<file path="src/tcom_defines.vh">
// constants for the timer capture and operating-mode block
// Notes on behaviour
// - opposite-phase capture into register a raises no capture interrupt
// - opposite-phase mode: input b edge captures nothing, raises capture interrupt
// - counter starts as soon as the mode field is written non-zero
// - writing zero to the mode field stops the counter
`ifndef TCOM_DEFINES_VH
`define TCOM_DEFINES_VH
// ==========================================
// register byte offsets
`define TCOM_OFS_MODE 8'h00
`define TCOM_OFS_CAPCTL 8'h04
`define TCOM_OFS_CLKSEL 8'h08
`define TCOM_OFS_COUNT 8'h0c
`define TCOM_OFS_CCR_A 8'h10
`define TCOM_OFS_CCR_B 8'h14
`define TCOM_OFS_STATUS 8'h18
`define TCOM_OFS_CLEAR 8'h1c
`define TCOM_OFS_ENABLE 8'h20
// ==========================================
// field positions
`define TCOM_MODE_LO 2
`define TCOM_MODE_HI 3
`define TCOM_MODE_CAPSEL 1
`define TCOM_MODE_OUTEN 0
`define TCOM_CAP_B_EN 0
`define TCOM_CAP_A_EN 1
`define TCOM_CAP_A_OPP 2
`define TCOM_EDGE_A_LO 4
`define TCOM_EDGE_A_HI 5
`define TCOM_EDGE_B_LO 6
`define TCOM_EDGE_B_HI 7
`define TCOM_IRQ_A 0
`define TCOM_IRQ_B 1
`define TCOM_IRQ_OVF 2
// ==========================================
// encodings and reset values
`define TCOM_OP_STOP 2'h0
`define TCOM_EDGE_FALL 2'h0
`define TCOM_EDGE_RISE 2'h1
`define TCOM_EDGE_BOTH 2'h3
`define TCOM_DIV_1 2'h0
`define TCOM_DIV_2 2'h1
`define TCOM_DIV_4 2'h2
`define TCOM_RST_MODE 4'h0
`define TCOM_RST_CAPCTL 8'h00
`define TCOM_RST_CLKSEL 2'h0
`define TCOM_RST_IRQ 3'h0
`define TCOM_NIRQ 3
`endif

</file>
<file path="src/tcom_timer_capture.v">
// timer capture and operating-mode block with apb register access
`timescale 1ns/1ps
`default_nettype none
`include "tcom_defines.vh"
module tcom_timer_capture #(
  parameter CNT_W = 16
) (
  input wire clk_in,
  input wire rst_n_in,
  input wire psel_in,
  input wire penable_in,
  input wire pwrite_in,
  input wire [7:0] paddr_in,
  input wire [31:0] pwdata_in,
  output reg [31:0] prdata_out,
  output reg pready_out,
  output reg pslverr_out,
  input wire capture_input_a_in,
  input wire capture_input_b_in,
  output reg timer_output_pin_out,
  output reg irq_out
);
  // ==========================================
  // edge decode helpers
  function edge_hit;
    input [1:0] sel;
    input rise;
    input fall;
    begin
      case (sel)
        `TCOM_EDGE_FALL: edge_hit = fall;
        `TCOM_EDGE_RISE: edge_hit = rise;
        `TCOM_EDGE_BOTH: edge_hit = rise | fall;
        default: edge_hit = 1'b0;
      endcase
    end
  endfunction

  function [1:0] opp_sel;
    input [1:0] sel;
    begin
      case (sel)
        `TCOM_EDGE_FALL: opp_sel = `TCOM_EDGE_RISE;
        `TCOM_EDGE_RISE: opp_sel = `TCOM_EDGE_FALL;
        default: opp_sel = sel;
      endcase
    end
  endfunction

  function new_level;
    input [2:0] samp;
    input stable;
    begin
      new_level = (samp[1] == samp[2]) & (samp[1] != stable);
    end
  endfunction

  // ==========================================
  // registers
  reg [3:0] timer_mode_control;
  reg [7:0] cap_ctl;
  reg [1:0] count_clock_select_reg;
  reg [CNT_W-1:0] timer_counter_value;
  reg [CNT_W-1:0] capture_compare_reg_a;
  reg [CNT_W-1:0] capture_compare_reg_b;
  reg [`TCOM_NIRQ-1:0] irq_status;
  reg [`TCOM_NIRQ-1:0] irq_enable;
  reg [2:0] presc;
  reg [2:0] samp_a;
  reg [2:0] samp_b;
  reg stable_a;
  reg stable_b;

  wire [1:0] op_mode;
  wire running;
  wire acc;
  wire wr_ok;
  wire [1:0] sel_a;
  wire [1:0] sel_b;
  reg tick;
  reg hit_map;

  assign op_mode = timer_mode_control[`TCOM_MODE_HI:`TCOM_MODE_LO];
  assign running = (op_mode != `TCOM_OP_STOP);
  assign acc = psel_in & penable_in;
  assign wr_ok = acc & pready_out & pwrite_in & ~pslverr_out;
  assign sel_a = cap_ctl[`TCOM_EDGE_A_HI:`TCOM_EDGE_A_LO];
  assign sel_b = cap_ctl[`TCOM_EDGE_B_HI:`TCOM_EDGE_B_LO];

  // ==========================================
  // count clock enable from prescaler
  always @* begin
    case (count_clock_select_reg)
      `TCOM_DIV_1: tick = 1'b1;
      `TCOM_DIV_2: tick = presc[0];
      `TCOM_DIV_4: tick = &presc[1:0];
      default: tick = &presc;
    endcase
  end

  // ==========================================
  // input sampling and edge detection
  wire a_new;
  wire b_new;
  wire rise_a;
  wire fall_a;
  wire rise_b;
  wire fall_b;
  // a new level counts only when two consecutive samples agree
  assign a_new = tick & running & new_level(samp_a, stable_a);
  assign b_new = tick & running & new_level(samp_b, stable_b);
  assign rise_a = a_new & samp_a[1];
  assign fall_a = a_new & ~samp_a[1];
  assign rise_b = b_new & samp_b[1];
  assign fall_b = b_new & ~samp_b[1];

  always @(posedge clk_in) begin
    if (!rst_n_in) begin
      samp_a <= 3'h0;
      samp_b <= 3'h0;
      stable_a <= 1'b0;
      stable_b <= 1'b0;
    end else if (tick) begin
      samp_a <= {samp_a[1:0], capture_input_a_in};
      samp_b <= {samp_b[1:0], capture_input_b_in};
      if (a_new) begin
        stable_a <= samp_a[1];
      end
      if (b_new) begin
        stable_b <= samp_b[1];
      end
    end
  end

  // ==========================================
  // capture triggers
  wire opp;
  wire trig_a;
  wire trig_b;
  wire ext_b;
  wire ovf;
  wire hit_b;
  assign opp = cap_ctl[`TCOM_CAP_A_OPP];
  assign hit_b = edge_hit(sel_b, rise_b, fall_b);
  // normal: register a takes input b edge; opposite phase: input a reverse edge
  assign trig_a = cap_ctl[`TCOM_CAP_A_EN] & (opp ?
    edge_hit(opp_sel(sel_a), rise_a, fall_a) : hit_b);
  assign ext_b = opp & hit_b;
  assign trig_b = cap_ctl[`TCOM_CAP_B_EN] & edge_hit(sel_a, rise_a, fall_a);
  assign ovf = tick & running & (&timer_counter_value);

  // ==========================================
  // counter and capture registers
  reg [2:0] next_presc;
  reg [CNT_W-1:0] next_count;
  reg [CNT_W-1:0] next_cap_a;
  reg [CNT_W-1:0] next_cap_b;
  reg next_out_pin;
  // stop clears counter and prescaler
  always @* begin
    next_presc = 3'h0;
    next_count = {CNT_W{1'b0}};
    next_cap_a = capture_compare_reg_a;
    next_cap_b = capture_compare_reg_b;
    next_out_pin = timer_output_pin_out;
    if (running) begin
      next_presc = presc + 3'h1;
      next_count = timer_counter_value;
      if (tick) begin
        next_count = timer_counter_value + {{(CNT_W-1){1'b0}}, 1'b1};
      end
    end
    if (trig_a) begin
      next_cap_a = timer_counter_value;
    end
    if (trig_b) begin
      next_cap_b = timer_counter_value;
    end
    if (ovf & timer_mode_control[`TCOM_MODE_OUTEN]) begin
      next_out_pin = ~timer_output_pin_out;
    end
  end

  always @(posedge clk_in) begin
    if (!rst_n_in) begin
      timer_counter_value <= {CNT_W{1'b0}};
      capture_compare_reg_a <= {CNT_W{1'b0}};
      capture_compare_reg_b <= {CNT_W{1'b0}};
      timer_output_pin_out <= 1'b0;
      presc <= 3'h0;
    end else begin
      timer_counter_value <= next_count;
      capture_compare_reg_a <= next_cap_a;
      capture_compare_reg_b <= next_cap_b;
      timer_output_pin_out <= next_out_pin;
      presc <= next_presc;
    end
  end

  // ==========================================
  // interrupt status, set wins over clear
  reg [`TCOM_NIRQ-1:0] ev;
  reg [`TCOM_NIRQ-1:0] clr;
  reg [`TCOM_NIRQ-1:0] next_status;
  reg next_irq;
  always @* begin
    ev = {`TCOM_NIRQ{1'b0}};
    ev[`TCOM_IRQ_A] = (trig_a & ~opp) | ext_b;
    ev[`TCOM_IRQ_B] = trig_b;
    ev[`TCOM_IRQ_OVF] = ovf;
    clr = {`TCOM_NIRQ{1'b0}};
    if (wr_ok && paddr_in == `TCOM_OFS_CLEAR) begin
      clr = pwdata_in[`TCOM_NIRQ-1:0];
    end
    next_status = (irq_status & ~clr) | ev;
    next_irq = |(next_status & irq_enable);
  end

  always @(posedge clk_in) begin
    if (!rst_n_in) begin
      irq_status <= `TCOM_RST_IRQ;
      irq_out <= 1'b0;
    end else begin
      irq_status <= next_status;
      irq_out <= next_irq;
    end
  end

  // ==========================================
  // apb decode
  always @* begin
    case (paddr_in)
      `TCOM_OFS_MODE, `TCOM_OFS_CAPCTL, `TCOM_OFS_CLKSEL, `TCOM_OFS_COUNT,
      `TCOM_OFS_CCR_A, `TCOM_OFS_CCR_B, `TCOM_OFS_STATUS, `TCOM_OFS_CLEAR,
      `TCOM_OFS_ENABLE: hit_map = 1'b1;
      default: hit_map = 1'b0;
    endcase
  end

  reg [31:0] rd;
  always @* begin
    rd = 32'h0000_0000;
    case (paddr_in)
      `TCOM_OFS_MODE: rd[3:0] = timer_mode_control;
      `TCOM_OFS_CAPCTL: rd[7:0] = cap_ctl;
      `TCOM_OFS_CLKSEL: rd[1:0] = count_clock_select_reg;
      `TCOM_OFS_COUNT: rd[CNT_W-1:0] = timer_counter_value;
      `TCOM_OFS_CCR_A: rd[CNT_W-1:0] = capture_compare_reg_a;
      `TCOM_OFS_CCR_B: rd[CNT_W-1:0] = capture_compare_reg_b;
      `TCOM_OFS_STATUS: rd[`TCOM_NIRQ-1:0] = irq_status;
      `TCOM_OFS_ENABLE: rd[`TCOM_NIRQ-1:0] = irq_enable;
      default: rd = 32'h0000_0000;
    endcase
  end

  // ==========================================
  // apb answer: one wait state, then pready
  reg next_ready;
  reg next_err;
  reg [31:0] next_rdata;
  always @* begin
    next_ready = 1'b0;
    next_err = 1'b0;
    next_rdata = 32'h0000_0000;
    if (acc & ~pready_out) begin
      next_ready = 1'b1;
      next_err = ~hit_map;
      next_rdata = pwrite_in ? 32'h0000_0000 : rd;
    end
  end

  always @(posedge clk_in) begin
    if (!rst_n_in) begin
      pready_out <= 1'b0;
      pslverr_out <= 1'b0;
      prdata_out <= 32'h0000_0000;
    end else begin
      pready_out <= next_ready;
      pslverr_out <= next_err;
      prdata_out <= next_rdata;
    end
  end

  // ==========================================
  // register writes
  always @(posedge clk_in) begin
    if (!rst_n_in) begin
      timer_mode_control <= `TCOM_RST_MODE;
      cap_ctl <= `TCOM_RST_CAPCTL;
      count_clock_select_reg <= `TCOM_RST_CLKSEL;
      irq_enable <= `TCOM_RST_IRQ;
    end else if (wr_ok) begin
      case (paddr_in)
        `TCOM_OFS_MODE: timer_mode_control <= pwdata_in[3:0];
        `TCOM_OFS_CAPCTL: cap_ctl <= pwdata_in[7:0];
        `TCOM_OFS_CLKSEL: count_clock_select_reg <= pwdata_in[1:0];
        `TCOM_OFS_ENABLE: irq_enable <= pwdata_in[`TCOM_NIRQ-1:0];
        default: irq_enable <= irq_enable;
      endcase
    end
  end
endmodule
`default_nettype wire

</file>
<file path="config.mk">
export PLATFORM = sky130hd
export DESIGN_NAME = tcom_timer_capture
export DESIGN_NICKNAME = d
export VERILOG_FILES = /design/src/tcom_timer_capture.v
export VERILOG_INCLUDE_DIRS = /design/src
export SDC_FILE = /design/constraint.sdc
export NUM_CORES = 1
export LEC_CHECK = 0
export BUFFER_PORTS_ARGS = -buffer_cell sky130_fd_sc_hd__buf_2
export CAP_MARGIN = 5
export CORE_MARGIN = 4
export CORE_UTILIZATION = 30
export CTS_CLUSTER_DIAMETER = 60
export DETAILED_ROUTE_END_ITERATION = 8
export PLACE_DENSITY = 0.47
export SKIP_LAST_GASP = 1
export SLEW_MARGIN = 0
export SYNTH_ARGS = -nofsm -noshare
export SYNTH_HDL_FRONTEND = slang
export SYNTH_SLANG_ARGS = --single-unit
</file>
<file path="constraint.sdc">
create_clock -name clk_in -period 2.4 [get_ports clk_in]
set_input_delay 0.24 -clock clk_in [delete_from_list [all_inputs] [get_ports clk_in]]
set_output_delay 0.24 -clock clk_in [all_outputs]
set_load 0.05 [all_outputs]
</file>
Word-level counts from Yosys, hierarchy flattened
Cells that the tools add are included.
{ "classes": {"n_addsub": 2, "eq_ne": 20, "mux": 14, "bitwise": 36, "reduce_logical": 21} }
{ "op_table": {"columns": ["cell", "n"], "rows": [
  ["$eq 8x5->1 const B", 4],
  ["$pmux 8 s3", 1],
  ["$and 1x1->1", 20],
  ["$reduce_and 2->1", 9],
  ["$add 16x1->16 const B", 1],
  ["$eq 8x4->1 const B", 2],
  ["$pmux 2 s8", 1],
  ["$pmux 4 s4", 1],
  ["$reduce_and 16->1", 1],
  ["$pmux 1 s3", 4],
  ["$not 1->1", 9],
  ["$reduce_or 9->1", 1],
  ["$eq 2x1->1 const B", 4],
  ["$eq 2x2->1 const B", 4],
  ["$eq 8x3->1 const B", 1],
  ["$eq 8x6->1 const B", 1],
  ["$logic_not 2->1", 4],
  ["$logic_not 8->1", 1],
  ["$pmux 1 s7", 1],
  ["$and 3x3->3", 2],
  ["$reduce_or 3->1", 2],
  ["$pmux 1 s5", 1],
  ["$pmux 2 s2", 1],
  ["$add 3x1->3 const B", 1],
  ["10 further kinds", 16]
]} }
{ "word_totals": {"ff_bits": 115, "inputBits": 47, "out_inout_bits": 36} }

Longest topological paths before layout
Gate-level depths: netlist (run 1).
{ "depth": {"word_depth": 14, "depth_mapped": 8, "ltp_nobuf": 7} }

Least setup slack after synthesis (run 1)
No wires, ideal clock.
{ "synth_timing": {"path_type": "flip-flop to flip-flop", "start": "register presc[0]", "end": "register irq_out", "arrival_ps": 1860, "t_required_ps": 2278, "path_slack_ps": 418, "stages_incl_launch_ff": 8, "period_less_slack_ps": 1982, "path_cell_list": "dfxtp_1 > ha_1 > ha_1 > mux2i_2 > a211oi_2 > and3_1 > o211a_1 > a221o_1"} }
{ "synth_between": {"elab_chain_len": 14, "word_cells_on_any_way": 25, "classes_between": "mux (5); bitwise (17); reduce/logical (3)"} }
{ "synth_rtl": {"columns": ["item", "line", "text"], "rows": [
  ["start, declared", "tcom_timer_capture.v:68", "reg [2:0] presc;"],
  ["start signal, assigned", "tcom_timer_capture.v:196", "presc <= next_presc;"],
  ["$reduce_and 3->1 / $reduce_and 2->1 (equally long branches)", "tcom_timer_capture.v:97, tcom_timer_capture.v:96", null],
  ["$pmux 1 s3 (*)", "tcom_timer_capture.v:93", "case (count_clock_select_reg)"],
  ["$and 1x1->1 (*)", "tcom_timer_capture.v:110, tcom_timer_capture.v:111, tcom_timer_capture.v:150", null],
  ["$and 1x1->1, on equally long branches", "tcom_timer_capture.v:111, tcom_timer_capture.v:110", null],
  ["$and 1x1->1, on equally long branches", null, null],
  ["$or 1x1->1", "tcom_timer_capture.v:33", "`TCOM_EDGE_BOTH: edge_hit = rise | fall;"],
  ["$pmux 1 s3", "tcom_timer_capture.v:30", "case (sel)"],
  ["$mux 1", "tcom_timer_capture.v:146", "assign trig_a = cap_ctl[`TCOM_CAP_A_EN] & (opp ?"],
  ["$and 1x1->1", "tcom_timer_capture.v:146", null],
  ["$and 1x1->1", "tcom_timer_capture.v:208", "ev[`TCOM_IRQ_A] = (trig_a & ~opp) | ext_b;"],
  ["$or 1x1->1", "tcom_timer_capture.v:208", null],
  ["$or 3x3->3 (*)", "tcom_timer_capture.v:215", "next_status = (irq_status & ~clr) | ev;"],
  ["$and 3x3->3 (*)", "tcom_timer_capture.v:216", "next_irq = |(next_status & irq_enable);"],
  ["$reduce_or 3->1 (*)", "tcom_timer_capture.v:216", null],
  ["end signal, assigned", "tcom_timer_capture.v:225", "irq_out <= next_irq;"],
  ["end, declared", "tcom_timer_capture.v:21", "output reg irq_out"]
]} }
Mark *: on every way between the ends. The rest lies on a longest branch, timed or not.
A chain may end at the register's enable or synchronous reset.

Worst setup path after layout (run 1)
Ends and elaborated chain as after synthesis.

==> results by group, run 1 <==
Run status
  – Outcome: finished clean

Logic synthesis
  – Number of synthesized register bits: 99
  – Async SR Flop Fraction: 0%
  – Post-synth EDFFs: 0
  – Synth unique cells: 56
  – Syn. warnings: 0
  – Synthesized area: 4449 um^2
  – Avg Inst Size Synth: 9.099 um^2
  – Sequential area share after synthesis: 44.54%
  – Post-Synthesis Cells: 489
  – Ys flop type: dfxtp_1

Clock network
  – CTS root buf: clkbuf_16
  – Maximum root-to-sink buffer count: 2
  – Post-CTS Hold Buffers: 0
  – H-tree Lvls: 3
  – Clock Pin Slew Worst Setup and Hold Paths: 70 ps
  – Clock sink total: 99
  – Worst skew pair latency: 350 ps
  – CTS Buf Count: 9
  – CTS tree: built

Routing
  – Drt drc: 0
  – Avg WL per Cell: 15.39 um
  – ANT nets after route: 0
  – Vias/cell: 4.965
  – Routed WL: 10910 um
  – Pre-antenna DRT Iters: 5
  – DR iter-0 viols: 286
  – Routed vias: 3520

Critical path
  – Critical path startpoint category: register
  – Data required, critical path: 2640 ps
  – Crit path DAT: 2440 ps
  – Crit-path max FO: 8
  – Critical Path End Type: register
  – WS Path Type: register to register

STA
  – Final min period: 2200 ps
  – Max Fclk: 454.6 MHz
  – Slew Limit Fails: 0
  – Slew HR: 41.42%
  – Final Cycle Share: 91.66%
  – Final hold vios: 0
  – Setup TNS: 0 ps
  – Slew @ Worst Pin: 871.2 ps
  – Final setup violating endpoints: 0
  – Clock Skews: 6.187 ps
  – RSZ-0062 raised after global routing: false

Global route
  – Vias in the first global route: 3459
  – Largest net degree at the start of global routing: 43
  – Total gr overflow: 0
  – Total track usage: 13.77%
  – Initial antenna violation count: 0
  – First-pass GRT wire length: 18040 um

Placement
  – GPL Wtd Cong: 0.7699
  – Placed Area: 4782 um^2
  – Number of buffers added on ports: 42
  – Post-DP HPWL: 7833 um

Final layout
  – Commonest non-fill, non-tap cells in the layout: 99 x dfxtp_1, 54 x nand2_1, 42 x buf_2, 39 x nand3_1, 31 x nor2_1
  – Filler Cell Count: 1545
  – Post-route cell area: 5069 um^2
  – Commonest non-fill, non-tap cell in the layout: dfxtp_1
  – Layout Area Growth over Synthesis: 13.92%
  – Layout Nets: 571
  – Diode count: 0
  – Ratio of cells with drive above 1 in the final layout: 15.24%

Floorplan
  – Initial Util: 30.61%
  – Ports: 83
  – Die height: 129.8 um
  – Rows: 44
  – Core footprint: 14530 um^2
  – Die Wd: 129.8 um
  – Die area: 16840 um^2

Flow run
  – Max-capacitance violation count: 0

Min path
  – Worst hold path type: input pin to register

Power and ir drop
  – Static Leak: 1.989 nW
  – Total power per unit cell area: 627.8 nW/um^2
  – Worst vdd ir: 0.4692 mV
[critical path, stage by stage, from the launching register on]
cell      delay (ps)
dfxtp_1          340
ha_1             250
ha_1             200
mux2i_2          390
a211oi_4         180
and3_1           240
o211a_1          230
a221o_1          260
[cells in the mapped netlist (2+ instances only)]
cell type  instances  share of area, %
nor2b_1           24               3.4
a31oi_1            9               1.3
and4_1             3              0.59
inv_1              7              0.59
mux2i_1           26               5.8
buf_2             12               1.3
dfxtp_1           99                45
clkbuf_1          16               1.3
mux2_2             2              0.51
nand2_1           54               4.6
a22oi_1            9               1.5
buf_4             17               2.9
o21ai_1           18               2.0
and2_1             7              0.98
a21oi_1            6              0.67
a222oi_1          10               2.2
nand3_1           39               4.4
a211oi_2           2              0.56
nor3_1             5              0.56
nor2_1            31               2.6
o21ai_0            5              0.56
ha_1               3              0.84
a21o_1             2              0.34
nand3b_1           2              0.34
a21boi_1          18               3.0
and3_1            10               1.4
nand4_1            6              0.84
nand4b_1           2              0.39
xor2_1            14               2.8
buf_1              2              0.17
xnor2_1            4              0.79
[metal layers]
layer	track usage, %	part of all wire [%]	routed length, um
met3	3.725	5.8	636
met5	0	0	0
met4	4.523	1.6	180
met1	17.81	45	4918
met2	22.35	47	5174
[logic make-up after synthesis]
kind of cell	Yosys count	synth area share (%)
flip-flops	99	44.54
AND/OR/NAND/NOR	193	22.83
multiplexers	29	6.665
other	1	0.08428
XOR/XNOR	18	3.543
AO/OA/AOI/OAI	91	14.90
adder cells (fa/ha/maj)	3	0.8437
buffers and inverters	55	6.581
[final cells by class]
| type | instances | area (um^2) | share of cell area, % |
|---|---|---|---|
| Clock buffer | 12 | 256.5 | 5.060 |
| Sequential cell | 99 | 1982 | 39.10 |
| Clock inverter | 3 | 22.52 | 0.4443 |
| Inverter | 7 | 26.28 | 0.5184 |
| Multi-Input combinational cell | 350 | 2238 | 44.16 |
| Tap cell | 184 | 230.2 | 4.542 |
| Timing Repair Buffer | 54 | 312.8 | 6.171 |
[final timing paths]
| path | start | cells past startpoint | slack (ps) | end |
|---|---|---|---|---|
| worst max register to register | presc[0] | 7 | 200 | irq_out |
| worst min-delay path | pwdata_in[4] | 3 | 140 | cap_ctl[4] |
| worst min register to register | capture_compare_reg_a[11] | 2 | 450 | capture_compare_reg_a[11] |
| worst max-delay path | presc[0] | 7 | 200 | irq_out |
[power breakdown]
| group | total (W) | internal, W | leakage, nW | switching (W) |
|---|---|---|---|---|
| Clock | 0.00138 | 0.000758 | 0.139 | 0.000624 |
| Sequential | 0.00165 | 0.00165 | 0.798 | 0.00000459 |
| Combinational | 0.000148 | 0.0000369 | 1.05 | 0.000111 |
| Total | 0.00318 | 0.00244 | 1.99 | 0.000739 |
[metrics by stage]
| step | hold slack, ps | worst slack, ps | power [W] | instances | util [%] |
|---|---|---|---|---|---|
| after global routing | 133.4 | 34.10 | 0.003311 | 709 | 34.87 |
| after global placement | 440.5 | 211.5 | 0.001835 | 694 | 32.90 |
| final | 138.1 | 200.1 | 0.003182 | 709 | 34.87 |
| after floorplan | 386.4 | 418.5 | 0.001816 | 504 | - |
| after CTS | 126.9 | 146.5 | 0.003235 | 709 | 34.82 |
| after detailed placement | 448.3 | 180.1 | 0.001838 | 694 | 32.90 |
[what timing repair did]
action,CTS,global route
setup endpoints to repair,0,1
setup buffers,0,0
endpoints found under the hold margin,0,0
gates resized for setup,0,1
No activity file was read; power rests on OpenSTA's default activity.
==> inputs of run 2 (changes only) <==
Settings changed: MAX_ROUTING_LAYER set to met4.
Clock period 2.4 ns to 2.15 ns, I/O delays scaled along.
==> run 2 against run 1 <==
  * Sequential power up 12%
  * Clock skew up 0.67 ps
  * Routed wire length down 0.42%
  * Maximum frequency up 6.5%
  * Flip-flop and latch count unchanged
  * Die area unchanged
  * Setup slack worse by 120 ps
  * Clock power up 28%
  * Sequential share of layout area down 0.72 points
  * Power up 18%
  * Utilization up 0.65 points
  * Combinational power up 11%
  * Largest cell class unchanged
==> results by group, run 2 (synthesis gave the netlist of run 1 again) <==
Run status
  – Outcome: finished clean

Clock network
  – CTS root buf: clkbuf_16
  – Clock Pin Slew Worst Setup and Hold Paths: 70 ps
  – CTS Buf Count: 9
  – CTS tree: built
  – Maximum root-to-sink buffer count: 2
  – Worst skew pair latency: 350 ps
  – H-tree Lvls: 3
  – Post-CTS Hold Buffers: 0
  – Clock sink total: 99

Critical path
  – Crit path to: irq_out
  – Critical path startpoint category: register
  – Critical Path End Type: register
  – Crit path DAT: 2300 ps
  – Worst reg-to-reg path cell count: 7
  – Crit-path max FO: 4
  – Worst R2R End: irq_out
  – Reg2reg setup slack: 80 ps
  – WS Path Type: register to register
  – Setup crit start: presc[0]
  – RR Startpoint: presc[0]
  – Data required, critical path: 2390 ps

Global route
  – Largest net degree at the start of global routing: 81
  – Vias in the first global route: 3308
  – Initial antenna violation count: 0
  – Total track usage: 13.70%
  – First-pass GRT wire length: 17480 um
  – Total gr overflow: 0

Routing
  – Routed WL: 10860 um
  – ANT nets after route: 0
  – Pre-antenna DRT Iters: 6
  – Avg WL per Cell: 15.15 um
  – Vias/cell: 4.946
  – DR iter-0 viols: 200
  – Drt drc: 0
  – Routed vias: 3546

Power and ir drop
  – Combinational share of power: 4.4%
  – Design Power: 0.003769 W
  – Sequential share of power: 48.9%
  – Internal power: 0.002908 W
  – Worst vdd ir: 0.5253 mV
  – Sw Share: 22.85%
  – Total power per unit cell area: 729.9 nW/um^2
  – Clk pwr share: 46.7%
  – Static Leak: 2.038 nW
  – NetSw: 0.0008614 W

STA
  – RSZ-0062 raised after global routing: false
  – Max Fclk: 484.1 MHz
  – Final setup violating endpoints: 0
  – Slew Limit Fails: 0
  – Clock Skews: 6.858 ps
  – Slew @ Worst Pin: 932.7 ps
  – Final min period: 2066 ps
  – Hold WS: 111.7 ps
  – Setup TNS: 0 ps
  – Final Cycle Share: 96.07%
  – Final hold vios: 0
  – Slew HR: 37.29%

Final layout
  – Layout Nets: 578
  – Layout Area Growth over Synthesis: 16.06%
  – Commonest non-fill, non-tap cells in the layout: 99 x dfxtp_1, 54 x nand2_1, 42 x buf_2, 39 x nand3_1, 31 x nor2_1
  – Commonest non-fill, non-tap cell in the layout: dfxtp_1
  – Diode count: 0
  – Ratio of cells with drive above 1 in the final layout: 16.70%

Floorplan
  – Die area: 16840 um^2
  – Core footprint: 14530 um^2
  – Die height: 129.8 um
  – Ports: 83
  – Rows: 44
  – Die Wd: 129.8 um
  – Initial Util: 30.61%

Placement
  – GPL Wtd Cong: 0.7407
  – Number of buffers added on ports: 42
  – Post-DP HPWL: 7712 um

Min path
  – Worst hold path type: input pin to register

Flow run
  – Max-capacitance violation count: 0
[run 2: cell count changes in the layout (fill, tap and decap cells not counted), sizes merged]
cell / previous run / this run
clkbuf: 12 / 9
buf: 54 / 61
bufinv: 0 / 2
clkinvlp: 0 / 3
clkinv: 2 / 0
inv: 8 / 9
[run 2: cell type report]
class	instances	area, um^2
Fill cell	1521	9370
Multi-Input combinational cell	350	2231
Sequential cell	99	1982
Timing Repair Buffer	61	369.1
Tap cell	184	230.2
Clock buffer	9	225.2
Clock inverter	7	100.1
Inverter	7	26.28
[run 2: how the worst min path moves through the flow]
stage / endpoint / depth (start not counted) / slack (ps) / startpoint
2_1_floorplan: cap_ctl[3] / 2 / 360 / pwdata_in[3]
6_report: cap_ctl[5] / 3 / 110 / pwdata_in[5]
3_5_place_dp: capture_compare_reg_a[11] / 2 / 450 / capture_compare_reg_a[11]
3_3_place_gp: presc[0] / 1 / 440 / presc[0]
4_1_cts: cap_ctl[5] / 3 / 100 / pwdata_in[5]
5_1_grt: cap_ctl[5] / 3 / 110 / pwdata_in[5]
[run 2: power by group through the flow]
stage | registers [W] | clock network, W | logic [W]
5_1_grt | 0.00184 | 0.00188 | 0.000177
3_5_place_dp | 0.00189 | 0 | 0.000164
6_report | 0.00184 | 0.00176 | 0.000165
3_3_place_gp | 0.00189 | 0 | 0.000162
2_1_floorplan | 0.00189 | 0 | 0.000136
4_1_cts | 0.00184 | 0.00181 | 0.000164
[run 2: what timing repair did]
| item | in CTS | in global routing |
|---|---|---|
| endpoints found under the setup margin | 0 | 17 |
| buffers inserted | 0 | 1 |
| resized for setup | 0 | 1 |
[run 2: metal layers]
metal | wire (um) | GRT usage (%) | vias to the layer above
met5 | 0 | - | -
met4 | 267 | 4.951 | 0
met3 | 620 | 4.052 | 13
met2 | 5093 | 21.35 | 91
met1 | 4882 | 16.89 | 1672
li1 | - | - | 1770
[run 2: stage by stage]
| stage | std cells | area [um^2] | setup slack, ps | util [%] |
|---|---|---|---|---|
| final | 717 | 5164 | 84.45 | 35.53 |
| after global routing | 717 | 5164 | 10.38 | 35.53 |
| after CTS | 716 | 5152 | 30.41 | 35.45 |
| after detailed placement | 700 | 4827 | 49.53 | 33.21 |
| after global placement | 700 | 4827 | 60.94 | 33.21 |
| after floorplan | 504 | 4506 | 168.5 | - |
[run 2: critical path, stage by stage, from the launching register on]
cell	delay, ps
dfxtp_1	330
ha_1	240
ha_1	200
mux2i_2	330
a211oi_2	130
and3_1	210
o211a_1	230
a221o_1	270
==> inputs of run 3 (changes only) <==
Settings changed: CELL_PAD_IN_SITES_DETAIL_PLACEMENT set to 1, CELL_PAD_IN_SITES_GLOBAL_PLACEMENT set to 2, PLACE_DENSITY 0.47 to 0.71.
==> run 3 against run 2 <==
  * Largest power group unchanged
  * Maximum frequency rose by 3.4%
  * Critical path depth rose by 2
  * First-iteration DRC count fell by 6.5%
  * Design area fell by 0.36%
  * Global-route usage rose by 1.8 points
  * Critical endpoint is now capture_compare_reg_b[15]
  * Clock skew barely moved
  * Clock-buffer cell count rose by 5
==> results by group, run 3 (synthesis gave the netlist of run 1 again) <==
Power and ir drop
  – Static Leak: 2.040 nW
  – Total power per unit cell area: 688.7 nW/um^2
  – Design Power: 0.003543 W
  – Worst vdd ir: 0.3242 mV

Critical path
  – Setup crit start: presc[0]
  – Critical Path End Type: register
  – RR Startpoint: presc[0]
  – Critical path startpoint category: register
  – CP Cell Sequence: ha_1, ha_1, mux2i_4, a211oi_4, buf_4, nand2_4, buf_4, mux2i_1, nor2b_1
  – Crit path DAT: 2230 ps
  – Reg2reg setup slack: 150 ps
  – Data required, critical path: 2380 ps
  – Crit-path max FO: 6
  – WS Path Type: register to register
  – Max incr delay on CP: 350 ps
  – Slowest CP cell: dfxtp_1
  – Worst R2R End: capture_compare_reg_b[15]
  – Worst reg-to-reg path cell count: 9

Clock network
  – Post-CTS Hold Buffers: 0
  – H-tree Lvls: 3
  – CTS root buf: clkbuf_16
  – Clock sink total: 99
  – Maximum root-to-sink buffer count: 2
  – CTS Buf Count: 9
  – Worst skew pair latency: 350 ps
  – Clock Pin Slew Worst Setup and Hold Paths: 60 ps
  – CTS tree: built

Run status
  – Outcome: finished clean

Floorplan
  – Core footprint: 14530 um^2
  – Die area: 16840 um^2
  – Die height: 129.8 um
  – Rows: 44
  – Ports: 83
  – Initial Util: 30.61%
  – Die Wd: 129.8 um

Routing
  – Drt drc: 0
  – Avg WL per Cell: 16.84 um
  – Vias/cell: 5.038
  – Routed WL: 12110 um
  – Pre-antenna DRT Iters: 5
  – ANT nets after route: 0
  – DR iter-0 viols: 187
  – Routed vias: 3622

STA
  – Final setup violating endpoints: 0
  – Final worst slack: 153.3 ps
  – RSZ-0062 raised after global routing: false
  – Clock Skews: 6.496 ps
  – Setup TNS: 0 ps
  – Slew Limit Fails: 0
  – Final min period: 1997 ps
  – Slew HR: 58.49%
  – Final Cycle Share: 92.87%
  – Final hold vios: 0
  – Max Fclk: 500.8 MHz
  – Slew @ Worst Pin: 614.7 ps

Global route
  – Total gr overflow: 0
  – Total track usage: 15.47%
  – First-pass GRT wire length: 19750 um
  – Vias in the first global route: 3810
  – Largest net degree at the start of global routing: 61
  – Initial antenna violation count: 0

Placement
  – GPL Wtd Cong: 0.8017
  – Post-DP HPWL: 8827 um
  – Setup WS pre-CTS: 117.6 ps
  – Number of buffers added on ports: 42

Final layout
  – Filler Cell Count: 1733
  – Commonest non-fill, non-tap cell in the layout: dfxtp_1
  – Diode count: 0
  – Ratio of cells with drive above 1 in the final layout: 16.45%
  – Layout Area Growth over Synthesis: 15.64%
  – Commonest non-fill, non-tap cells in the layout: 99 x dfxtp_1, 54 x nand2_1, 42 x buf_2, 39 x nand3_1, 31 x nor2_1
  – Layout Nets: 580

Min path
  – Worst hold endpoint: cap_ctl[5]
  – Worst hold path type: input pin to register
  – Hold-critical path depth: 3
  – Worst Hold Launch: pwdata_in[5]

Flow run
  – Max-capacitance violation count: 0
run 3: critical path: cells and delay by family (launching register included):
kind                     cells  cell delay (ps)
multiplexers                 2              450
adder cells (fa/ha/maj)      2              440
buffers and inverters        2              380
flip-flops                   1              350
AND/OR/NAND/NOR              2              170
AO/OA/AOI/OAI                1               90
run 3: repair_timing:
item	4_1_cts	5_1_grt
setup endpoints to repair	0	20
gates resized for setup	0	1
setup buffers	0	2
run 3: stage by stage:
stage          utilization, %  cell area (um^2)  std cells  hold slack (ps)
2_1_floorplan               -              4506        504            361.4
3_3_place_gp            33.35              4847        701            440.5
3_5_place_dp            33.35              4847        701            449.9
4_1_cts                 35.24              5121        717            104.1
5_1_grt                 35.40              5145        719            119.5
6_report                35.40              5145        719            120.4
run 3: cell type report:
type | count | area (um^2) | area share [%]
sequential | 99 | 1982 | 38.52
clock buffer | 14 | 264.0 | 5.131
clock inverter | 2 | 10.01 | 0.1946
inverter | 7 | 26.28 | 0.5107
timing repair buffer | 63 | 392.9 | 7.636
tap | 184 | 230.2 | 4.475
multi-input combinational | 350 | 2240 | 43.53
run 3: worst max path at each step:
stage                                end  slack [ps]
6_report       capture_compare_reg_b[15]         150
5_1_grt        capture_compare_reg_b[14]          10
4_1_cts         capture_compare_reg_a[3]         100
3_5_place_dp    capture_compare_reg_a[3]         120
3_3_place_gp                     irq_out         170
2_1_floorplan                    irq_out         170
run 3: power by group:
part           leakage (nW)  internal, W  switching (W)
registers             0.798      0.00184     0.00000568
clock network         0.137     0.000847       0.000685
logic                  1.11    0.0000410       0.000125
total                  2.04      0.00273       0.000817
run 3: layer usage:
metal	global-route usage (%)	vias to the layer above	part of all wire [%]
met3	3.807	24	3.8
met4	5.990	0	2.4
met5	-	-	0
met1	19.29	1757	46
li1	-	1778	-
met2	24.20	63	48
